`src/rtl/iodt_consts.svh`:
```
// Offsets, field positions, reset values and clock figures of the decode timing block.
// Assumes inclusion by bare name from design files only.
`ifndef IODT_CONSTS_SVH
`define IODT_CONSTS_SVH

// ==========================================
// Register map
`define IODT_CTRL_OFS 8'h00
`define IODT_STAT_OFS 8'h04
`define IODT_CNT_OFS 8'h08
// ==========================================
// Control fields
`define IODT_CTRL_R_LSB 0
`define IODT_CTRL_B_LSB 4
`define IODT_CTRL_W_LSB 8
`define IODT_CTRL_IDX_BIT 12
`define IODT_CTRL_DI_BIT 13
`define IODT_CTRL_RST 32'h0000_0212
// ==========================================
// Clock figures
`define IODT_FAST_R 4'h2
`define IODT_MISALIGN_CLKS 12'h003
`define IODT_TLB_CLKS0 12'h00D
`define IODT_TLB_CLKS1 12'h015
`define IODT_TLB_CLKS2 12'h01C
`define IODT_BASE_DEP_CLKS 12'h001
`define IODT_MAY_CLKS 12'h001
`define IODT_INV_CLKS 12'h001

`endif

```
`src/rtl/iodt_pkg.sv`:
```
// Types shared by the decode timing block.
// Assumes nothing of its surroundings.
package iodt_pkg;
  typedef enum logic [4:0] {
    IODT_UNKNOWN, IODT_MOVE_STORE, IODT_MOVE_LOAD, IODT_MOVE_IMM, IODT_MOVE_ACC_LD,
    IODT_MOVE_ACC_ST, IODT_EXTEND, IODT_PUSH_REG, IODT_PUSH_MEM, IODT_PUSH_IMM,
    IODT_PUSH_ALL, IODT_POP_REG, IODT_POP_MEM, IODT_POP_ALL, IODT_EXCH_REG,
    IODT_EXCH_MEM, IODT_NOOP, IODT_LEA
  } iodt_form_t;
endpackage

```
`src/rtl/iodt_decode.sv`:
```
// Decoder and latency model for integer data-movement instructions.
// Assumes synchronous inputs, one request at a time, answer one cycle later.
//
// The register offsets and the address-and-strobe port were left to the implementer.
`timescale 1ns/1ps
`include "iodt_consts.svh"

module iodt_decode #(
  parameter int CW = 8
) (
  input wire logic clk,
  input wire logic rstn,
  input wire logic ce,
  input wire logic [7:0] reg_addr,
  input wire logic [31:0] reg_wdata,
  input wire logic reg_wr,
  input wire logic reg_rd,
  output logic [31:0] reg_rdata,
  input wire logic dec_valid,
  input wire logic [7:0] op_b0,
  input wire logic [7:0] op_b1,
  input wire logic [7:0] op_b2,
  input wire logic op_size32,
  input wire logic data_miss,
  input wire logic misaligned,
  input wire logic [3:0] fill_wait,
  input wire logic [3:0] bus_wait,
  input wire logic base_dep,
  input wire logic prev_stack,
  input wire logic wbuf_full,
  input wire logic [2:0] inv_cnt,
  input wire logic tlb_miss,
  input wire logic [1:0] tlb_wb,
  input wire logic jmp_miss,
  input wire logic [1:0] jmp_span,
  input wire logic seq_unaligned,
  output logic res_valid,
  output logic res_known,
  output iodt_pkg::iodt_form_t res_form,
  output logic res_wide,
  output logic res_mem,
  output logic res_zext,
  output logic res_bus_start,
  output logic [CW-1:0] res_clocks
);

  // ==========================================
  // Helpers
  function automatic logic is_reg_mode(input logic [7:0] modrm);
    is_reg_mode = (modrm[7:6] == 2'h3);
  endfunction

  function automatic logic has_index(input logic [7:0] modrm, input logic [7:0] sib);
    has_index = !is_reg_mode(modrm) && (modrm[2:0] == 3'h4) && (sib[5:3] != 3'h4);
  endfunction

  function automatic logic has_disp(input logic [7:0] modrm);
    has_disp = (modrm[7:6] == 2'h1) || (modrm[7:6] == 2'h2) ||
               ((modrm[7:6] == 2'h0) && (modrm[2:0] == 3'h5));
  endfunction

  // ==========================================
  // Register file
  logic [31:0] ctrl_q;
  logic [31:0] cnt_q;
  logic [3:0] bus_r;
  logic [3:0] bus_b;
  logic [3:0] bus_w;
  logic take;

  assign bus_r = ctrl_q[`IODT_CTRL_R_LSB +: 4];
  assign bus_b = ctrl_q[`IODT_CTRL_B_LSB +: 4];
  assign bus_w = ctrl_q[`IODT_CTRL_W_LSB +: 4];
  assign take = ce && dec_valid;

  always_ff @(posedge clk or negedge rstn) begin
    if (!rstn) begin
      ctrl_q <= `IODT_CTRL_RST;
    end else if (ce && reg_wr && reg_addr == `IODT_CTRL_OFS) begin
      ctrl_q <= {18'h0, reg_wdata[13:0]};
    end
  end

  always_ff @(posedge clk or negedge rstn) begin
    if (!rstn) begin
      cnt_q <= 32'h0000_0000;
    end else if (ce && reg_wr && reg_addr == `IODT_CNT_OFS) begin
      cnt_q <= 32'h0000_0000;
    end else if (take) begin
      cnt_q <= cnt_q + 32'h0000_0001;
    end
  end

  // Unmapped reads answer zero
  always_ff @(posedge clk or negedge rstn) begin
    if (!rstn) begin
      reg_rdata <= 32'h0000_0000;
    end else if (ce) begin
      if (reg_rd) begin
        case (reg_addr)
          `IODT_CTRL_OFS: reg_rdata <= ctrl_q;
          `IODT_STAT_OFS: reg_rdata <= {18'h0, res_known, res_form, 8'(res_clocks)};
          `IODT_CNT_OFS: reg_rdata <= cnt_q;
          default: reg_rdata <= 32'h0000_0000;
        endcase
      end else begin
        reg_rdata <= 32'h0000_0000;
      end
    end
  end

  // ==========================================
  // Decode
  iodt_pkg::iodt_form_t form;
  logic [7:0] modrm;
  logic [7:0] sib;
  logic known;
  logic wide;
  logic mem;
  logic rd_acc;
  logic wr_acc;
  logic stack;
  logic zext;
  logic disp_imm;
  logic [11:0] base;
  logic [11:0] miss_pen;

  always_comb begin
    form = iodt_pkg::IODT_UNKNOWN;
    modrm = op_b1;
    sib = op_b2;
    known = 1'b1;
    wide = 1'b1;
    mem = 1'b0;
    rd_acc = 1'b0;
    wr_acc = 1'b0;
    stack = 1'b0;
    zext = 1'b0;
    disp_imm = 1'b0;
    base = 12'h001;
    miss_pen = 12'h000;
    if (op_b0 == 8'h0F && op_b1[7:4] == 4'hB && op_b1[2:1] == 2'h3) begin
      form = iodt_pkg::IODT_EXTEND;
      modrm = op_b2;
      sib = 8'h00;
      wide = op_b1[0];
      zext = !op_b1[3];
      mem = !is_reg_mode(op_b2);
      rd_acc = mem;
      base = 12'h003;
      miss_pen = 12'h002;
    end else if (op_b0[7:1] == 7'h44) begin
      form = iodt_pkg::IODT_MOVE_STORE;
      wide = op_b0[0];
      mem = !is_reg_mode(op_b1);
      wr_acc = mem;
    end else if (op_b0 == 8'h8D) begin
      form = iodt_pkg::IODT_LEA;
      base = has_index(op_b1, op_b2) ? 12'h002 : 12'h001;
    end else if (op_b0[7:1] == 7'h45) begin
      form = iodt_pkg::IODT_MOVE_LOAD;
      wide = op_b0[0];
      mem = !is_reg_mode(op_b1);
      rd_acc = mem;
      miss_pen = 12'h002;
    end else if (op_b0[7:4] == 4'hB) begin
      form = iodt_pkg::IODT_MOVE_IMM;
      wide = op_b0[3];
    end else if (op_b0[7:1] == 7'h63 && op_b1[5:3] == 3'h0) begin
      form = iodt_pkg::IODT_MOVE_IMM;
      wide = op_b0[0];
      mem = !is_reg_mode(op_b1);
      wr_acc = mem;
      disp_imm = mem && has_disp(op_b1);
    end else if (op_b0[7:1] == 7'h50) begin
      form = iodt_pkg::IODT_MOVE_ACC_LD;
      wide = op_b0[0];
      mem = 1'b1;
      rd_acc = 1'b1;
      miss_pen = 12'h002;
    end else if (op_b0[7:1] == 7'h51) begin
      form = iodt_pkg::IODT_MOVE_ACC_ST;
      wide = op_b0[0];
      mem = 1'b1;
      wr_acc = 1'b1;
    end else if (op_b0[7:3] == 5'h0A) begin
      form = iodt_pkg::IODT_PUSH_REG;
      stack = 1'b1;
      wr_acc = 1'b1;
    end else if (op_b0 == 8'hFF && op_b1[5:3] == 3'h6) begin
      form = is_reg_mode(op_b1) ? iodt_pkg::IODT_PUSH_REG : iodt_pkg::IODT_PUSH_MEM;
      stack = 1'b1;
      mem = !is_reg_mode(op_b1);
      rd_acc = mem;
      wr_acc = 1'b1;
      base = 12'h004;
      miss_pen = 12'h001;
    end else if (op_b0 == 8'h68 || op_b0 == 8'h6A) begin
      form = iodt_pkg::IODT_PUSH_IMM;
      stack = 1'b1;
      wr_acc = 1'b1;
    end else if (op_b0 == 8'h60) begin
      form = iodt_pkg::IODT_PUSH_ALL;
      stack = 1'b1;
      wr_acc = 1'b1;
      base = 12'h00B;
    end else if (op_b0[7:3] == 5'h0B) begin
      form = iodt_pkg::IODT_POP_REG;
      stack = 1'b1;
      rd_acc = 1'b1;
      miss_pen = 12'h002;
    end else if (op_b0 == 8'h8F && op_b1[5:3] == 3'h0) begin
      form = is_reg_mode(op_b1) ? iodt_pkg::IODT_POP_REG : iodt_pkg::IODT_POP_MEM;
      stack = 1'b1;
      mem = !is_reg_mode(op_b1);
      rd_acc = 1'b1;
      wr_acc = mem;
      base = mem ? 12'h005 : 12'h004;
      miss_pen = mem ? 12'h002 : 12'h001;
    end else if (op_b0 == 8'h61) begin
      form = iodt_pkg::IODT_POP_ALL;
      stack = 1'b1;
      rd_acc = 1'b1;
      base = 12'h009;
      miss_pen = op_size32 ? 12'h00F : 12'h007;
    end else if (op_b0 == 8'h90) begin
      form = iodt_pkg::IODT_NOOP;
    end else if (op_b0[7:3] == 5'h12) begin
      form = iodt_pkg::IODT_EXCH_REG;
      base = 12'h003;
    end else if (op_b0[7:1] == 7'h43) begin
      form = is_reg_mode(op_b1) ? iodt_pkg::IODT_EXCH_REG : iodt_pkg::IODT_EXCH_MEM;
      wide = op_b0[0];
      mem = !is_reg_mode(op_b1);
      rd_acc = mem;
      wr_acc = mem;
      base = mem ? 12'h005 : 12'h003;
    end else begin
      known = 1'b0;
      base = 12'h000;
    end
  end

  // ==========================================
  // Penalties
  logic miss_hit;
  logic ea_calc;
  logic [11:0] pen;
  logic [11:0] total;
  logic [11:0] r12;
  logic [11:0] b3;

  assign r12 = {8'h00, bus_r};
  assign b3 = 12'({8'h00, bus_b} * 12'h003);
  // Miss only counts for forms that read data
  assign miss_hit = known && rd_acc && data_miss && (miss_pen != 12'h000);
  assign ea_calc = mem || stack || (form == iodt_pkg::IODT_LEA);

  always_comb begin
    pen = 12'h000;
    if (miss_hit) begin
      // Figures assume 2-1-2; slower buses pay the difference once
      pen = pen + miss_pen + r12 - {8'h00, `IODT_FAST_R};
      pen = pen + {8'h00, fill_wait};
      if (form == iodt_pkg::IODT_POP_ALL && seq_unaligned) begin
        pen = pen + r12 + b3;
      end
    end
    if (known && (rd_acc || wr_acc) && fill_wait != 4'h0 && !miss_hit) begin
      pen = pen + {8'h00, fill_wait};
    end
    if (known && rd_acc) begin
      pen = pen + {8'h00, bus_wait};
    end
    if (known && (mem || stack) && misaligned) begin
      pen = pen + `IODT_MISALIGN_CLKS;
    end
    if (known && ea_calc && base_dep && !(stack && prev_stack)) begin
      pen = pen + `IODT_BASE_DEP_CLKS;
    end
    if (known && mem && has_index(modrm, sib) && ctrl_q[`IODT_CTRL_IDX_BIT]) begin
      pen = pen + `IODT_MAY_CLKS;
    end
    if (known && disp_imm && ctrl_q[`IODT_CTRL_DI_BIT]) begin
      pen = pen + `IODT_MAY_CLKS;
    end
    if (known && wr_acc && wbuf_full) begin
      pen = pen + {8'h00, bus_w};
    end
    if (known) begin
      pen = pen + 12'({9'h000, inv_cnt} * `IODT_INV_CLKS);
    end
    if (known && tlb_miss) begin
      case (tlb_wb)
        2'h0: pen = pen + `IODT_TLB_CLKS0;
        2'h1: pen = pen + `IODT_TLB_CLKS1;
        default: pen = pen + `IODT_TLB_CLKS2;
      endcase
    end
    if (known && jmp_miss) begin
      pen = pen + r12;
      if (jmp_span != 2'h0) begin
        pen = pen + b3;
      end
      if (jmp_span[1]) begin
        pen = pen + r12 + b3;
      end
    end
    total = base + pen;
  end

  // ==========================================
  // Result registers
  always_ff @(posedge clk or negedge rstn) begin
    if (!rstn) begin
      res_valid <= 1'b0;
      res_bus_start <= 1'b0;
    end else if (ce) begin
      res_valid <= dec_valid;
      res_bus_start <= dec_valid && miss_hit;
    end
  end

  always_ff @(posedge clk or negedge rstn) begin
    if (!rstn) begin
      res_known <= 1'b0;
      res_form <= iodt_pkg::IODT_UNKNOWN;
      res_wide <= 1'b0;
      res_mem <= 1'b0;
      res_zext <= 1'b0;
      res_clocks <= '0;
    end else if (take) begin
      res_known <= known;
      res_form <= form;
      res_wide <= wide;
      res_mem <= mem;
      res_zext <= zext;
      // Saturates rather than wraps on absurd penalty stacks
      res_clocks <= (total > 12'((1 << CW) - 1)) ? {CW{1'b1}} : CW'(total);
    end
  end

  // ==========================================
  // Checks
  logic quiet;
  assign quiet = !data_miss && !misaligned && fill_wait == 4'h0 && bus_wait == 4'h0 &&
                 !base_dep && !wbuf_full && inv_cnt == 3'h0 && !tlb_miss && !jmp_miss;

  chk_noop_one_clk: assert property (@(posedge clk) disable iff (!rstn)
    ce && dec_valid && op_b0 == 8'h90 && quiet |=> res_clocks == CW'(1) && res_valid)
    else $error("no-op latency wrong");
  chk_extend_base: assert property (@(posedge clk) disable iff (!rstn)
    ce && dec_valid && op_b0 == 8'h0F && op_b1 == 8'hB6 && op_b2[7:6] == 2'h3 && quiet
    |=> res_clocks == CW'(3) && res_zext && !res_wide)
    else $error("extend latency or kind wrong");
  chk_load_miss: assert property (@(posedge clk) disable iff (!rstn)
    ce && dec_valid && op_b0 == 8'h8B && op_b1 == 8'h03 && data_miss && !misaligned &&
    fill_wait == 4'h0 && bus_wait == 4'h0 && !base_dep && inv_cnt == 3'h0 && !tlb_miss &&
    !jmp_miss && bus_r == 4'h2 |=> res_clocks == CW'(3) && res_bus_start)
    else $error("load miss latency wrong");
  chk_reg_no_miss: assert property (@(posedge clk) disable iff (!rstn)
    ce && dec_valid && op_b0 == 8'h8B && op_b1[7:6] == 2'h3 |=> !res_bus_start && !res_mem)
    else $error("register operand started bus cycle");
  chk_misalign_add: assert property (@(posedge clk) disable iff (!rstn)
    ce && dec_valid && op_b0 == 8'h89 && op_b1 == 8'h03 && misaligned && fill_wait == 4'h0 &&
    !base_dep && !wbuf_full && inv_cnt == 3'h0 && !tlb_miss && !jmp_miss
    |=> res_clocks == CW'(4))
    else $error("misaligned penalty wrong");
  chk_tlb_two: assert property (@(posedge clk) disable iff (!rstn)
    ce && dec_valid && op_b0 == 8'h90 && tlb_miss && tlb_wb == 2'h2 && inv_cnt == 3'h0 &&
    !jmp_miss |=> res_clocks == CW'(29))
    else $error("translation miss penalty wrong");
  chk_stack_pair: assert property (@(posedge clk) disable iff (!rstn)
    ce && dec_valid && op_b0[7:3] == 5'h0A && (quiet || (base_dep && prev_stack &&
    !misaligned && !wbuf_full && inv_cnt == 3'h0 && !tlb_miss && !jmp_miss &&
    fill_wait == 4'h0)) |=> res_clocks == CW'(1))
    else $error("push after stack op stalled");
  chk_wbuf_full: assert property (@(posedge clk) disable iff (!rstn)
    ce && dec_valid && op_b0 == 8'h50 && wbuf_full && !base_dep && !misaligned &&
    inv_cnt == 3'h0 && !tlb_miss && !jmp_miss && fill_wait == 4'h0
    |=> res_clocks == CW'(1) + CW'(bus_w))
    else $error("write buffer delay wrong");
  chk_lea_index: assert property (@(posedge clk) disable iff (!rstn)
    ce && dec_valid && op_b0 == 8'h8D && op_b1 == 8'h04 && op_b2 == 8'h08 && quiet
    |=> res_clocks == CW'(2) && res_valid)
    else $error("effective-address latency wrong");

endmodule // iodt_decode

```
`config.mk`:
```
export PLATFORM = sky130hd
export DESIGN_NAME = iodt_decode
export DESIGN_NICKNAME = d
export VERILOG_FILES = /design/src/rtl/iodt_pkg.sv /design/src/rtl/iodt_decode.sv
export VERILOG_INCLUDE_DIRS = /design/src /design/src/rtl
export SDC_FILE = /design/constraint.sdc
export NUM_CORES = 1
export LEC_CHECK = 0
export ABC_AREA = 1
export BUFFER_PORTS_ARGS = -buffer_cell sky130_fd_sc_hd__buf_2
export CORE_AREA = 2 2 172 140
export DETAILED_ROUTE_END_ITERATION = 16
export DIE_AREA = 0 0 174 142
export HOLD_SLACK_MARGIN = 0.03
export PLACE_DENSITY_LB_ADDON = 0.3
export SETUP_SLACK_MARGIN = 0.1
export SYNTH_ARGS = -nofsm -noshare
export SYNTH_HDL_FRONTEND = slang
export SYNTH_SLANG_ARGS = --single-unit
export TNS_END_PERCENT = 10
```
`constraint.sdc`:
```
create_clock -name clk -period 15.9 [get_ports clk]
set_clock_uncertainty 0.05 [all_clocks]
set_input_delay 0 -clock clk [delete_from_list [all_inputs] [get_ports clk]]
set_output_delay 0 -clock clk [all_outputs]
set_load 0.005 [all_outputs]
```
==> impl_metrics.yaml <==
placement:
  detailedPlace.worstSlack_ns: 2.04
  port_buffers: 126
  gp_congestion: 0.954
  dp_cells: 2170
  dpl.hpwl_um: 25900
critical_path:
  cp.required_ns: 16.09
  critPathLaunch: "op_b0[4]"
  end_kind: "flip-flop"
  r2r-start: "ctrl_q[1]$_DFFE_PN1P_"
  max_stage_delay_ns: 0.58
  path_max_fanout: 8
  reg2regPathDepth: 72
  r2r_setup_slack_ns: 2.15
  regToRegEndpoint: "res_clocks[0]$_DFFE_PN0P_"
  worst_ep_arrival_time_ns: 14.31
  cpMaxStageDelayCell: "fa_1"
  worstSetupPathType: "in -> reg"
  startpoint_type: "input pin"
clock_network:
  post_cts_resized: 0
  cts_made_buffers: 9
  postCtsSetupBuffers: 0
  clockBufferDepth: 2
  root_buffer: "clkbuf_16"
  cts_tree: "built"
  path_clk_slew_ns: 0.08
  cts_max_level: 3
  clock_latency_ns: 0.35
  clock_sinks: 97
sta:
  relSlewSlack_pct: 30.4
  drv_slew: 0
  finalWorstSetupSlack_ns: 1.78
  report.final.setup_viol: 0
  tightest_slew_ns: 1.04
  min_period_over_period_pct: 88.8
  rsz0062_at_grt: "false"
  hold_viol: 0
  tns_ns: 0
  fmax_ghz: 0.0708
  min_period_ns: 14.12
die:
  pin_count: 145
  chipWidth_um: 174
  die_h_um: 142
  initial_utilization_pct: 49.1
  core_sq_um: 23000
  die_area_sq_um: 24700
  rows: 50
layout:
  seqCellArea_sq_um: 2430
  final_cell_mix: "nand2_1, inv_1, nor2_1"
  area_growth_pct: 13.1
  final_nets: 2075
  diodes: 0
  multi_input_area_sq_um: 7430
  final_cells: 2206
  final.fill_count: 2323
  drive_gt1_share_pct: 17.8
  final_common_cell: "nand2_1"
routing:
  wirelength_um: 31700
  wl_met2_um: 13800
  antenna_left: 0
  drt_iter0_drc: 970
  vias: 11600
  drc: 0
  drt-met1-wl_um: 15500
  highest_layer: "met4"
  wl_met3_um: 1960
  via_per_inst: 5.27
  firstDrtPassIters: 5
  avgRoutedWirePerCell_um: 14.4
power:
  power_density_nw_per_um2: 59.5
  peakVddDrop_uv: 53.5
  p_leak_uw: 0.00688
yosys:
  synthArstFlopShare_pct: 100
  yosysUniqueCellTypes: 63
  ys_seq_area_share_pct: 21.5
  synth_warnings: 0
  synth_area_leaders: "dfrtp_1, nand2_1, inv_1"
  syn_area_per_cell_sq_um: 6.47
  yosys_most_used_dff: "dfrtp_1"
  syn-cell-area_sq_um: 11300
  synth_edf_count: 0
  synth_top_area_share_pct: 20.8
  ys_ff_latch: 97
  synth_cells: 1748
  yosys.area.top_type: "dfrtp_1"
  syn_nets: 1934
grt:
  grt_pass1_wl_um: 52800
  grt_antenna_before_repair: 0
  grt_max_degree: 70
  grt_pass1_vias: 10800
  grt.total_usage_pct: 26.0
  overflow: 0
flow_run:
  max_cap_violations: 0
status:
  run_status: "completed"
worst_hold_path:
  hp-class: "in -> async"
-- cell usage after synthesis (8+ instances only) --
master,number
a21oi_1,84
clkbuf_1,15
nand3_2,10
inv_1,300
xor2_1,19
o21ai_1,10
o32ai_1,15
nor2_2,20
nor3_1,32
nor4_1,8
nand4_1,37
nor2_4,10
nand2_2,54
nor2_1,170
nand2_1,375
o22ai_1,28
o21ai_0,67
nand3_1,130
nand2_4,10
a31oi_1,10
inv_2,42
fa_1,23
nand3b_1,8
dfrtp_1,94
or2_2,14
xnor2_1,10
ha_1,69
-- sequential cells by signal (all words and copies together), names as in the netlist --
register       cells
cnt_q             32
reg_rdata         32
ctrl_q            14
res_clocks         8
res_form           5
res_bus_start      1
res_known          1
res_mem            1
res_valid          1
res_wide           1
res_zext           1
-- critical path: cells and delay by family --
kind / cells / cell delay (ns)
XOR/XNOR: 1 / 0.16
adder cells (fa/ha/maj): 17 / 6.02
AND/OR/NAND/NOR: 34 / 4.52
buffers and inverters: 15 / 1.77
AO/OA/AOI/OAI: 11 / 1.82
-- power by group --
group          switching, uW  leakage [uW]  internal (uW)
combinational            163       0.00551           99.8
clock                    106      0.000146            114
sequential              13.1       0.00122            263
total                    282       0.00688            478
-- cell families after synthesis --
group	after synthesis	share of synthesized area [%]
xor gates and xnor gates	30	2.49
AOI/OAI and AO/OA	249	13.0
muxes	8	0.774
buffers and inverters	377	12.8
adders and majority gates	92	11.7
DFF	97	21.5
and+or+nand+nor	895	37.7
-- metal layers --
metal / track usage (%) / vias up
met5: 0 / -
met4: 4.60 / 0
met3: 2.96 / 29
met2: 40.7 / 382
met1: 39.0 / 5292
li1: - / 5922
-- timing repair --
action	CTS	global route
setup endpoints to repair	0	0
hold buffers	20	0
hold endpoints to repair	48	0
-- worst max path at each step --
stage / endpoint / slack [ns] / depth (start not counted)
6_report: res_clocks[0]$_DFFE_PN0P_ / 1.78 / 78
5_1_grt: res_clocks[1]$_DFFE_PN0P_ / 0.51 / 79
4_1_cts: res_clocks[0]$_DFFE_PN0P_ / 1.87 / 78
3_5_place_dp: res_clocks[0]$_DFFE_PN0P_ / 2.04 / 76
3_3_place_gp: res_clocks[0]$_DFFE_PN0P_ / 2.24 / 76
2_1_floorplan: res_clocks[0]$_DFFE_PN0P_ / 3.55 / 80
-- area by class of cell --
class                      instances  share of cell area [%]
multi-input combinational       1274                    58.1
sequential                        97                    19.0
inverter                         352                    10.4
timing repair buffer             155                    7.05
clock buffer                      10                    1.87
clock inverter                     6                   0.470
tap                              312                    3.05
-- metrics by stage --
| step | power (uW) | utilization, % | area [sq um] | hold WS (ns) |
|---|---|---|---|---|
| detailed placement | 536 | 53.4 | 12300 | -0.0951 |
| finish | 760 | 55.5 | 12800 | 0.0817 |
| global placement | 527 | 53.4 | 12300 | -0.0980 |
| global route | 813 | 55.5 | 12800 | 0.117 |
| CTS | 759 | 55.5 | 12800 | 0.0757 |
| floorplan | 460 | - | 11300 | -0.346 |
Power figures use the tool's default switching activity.
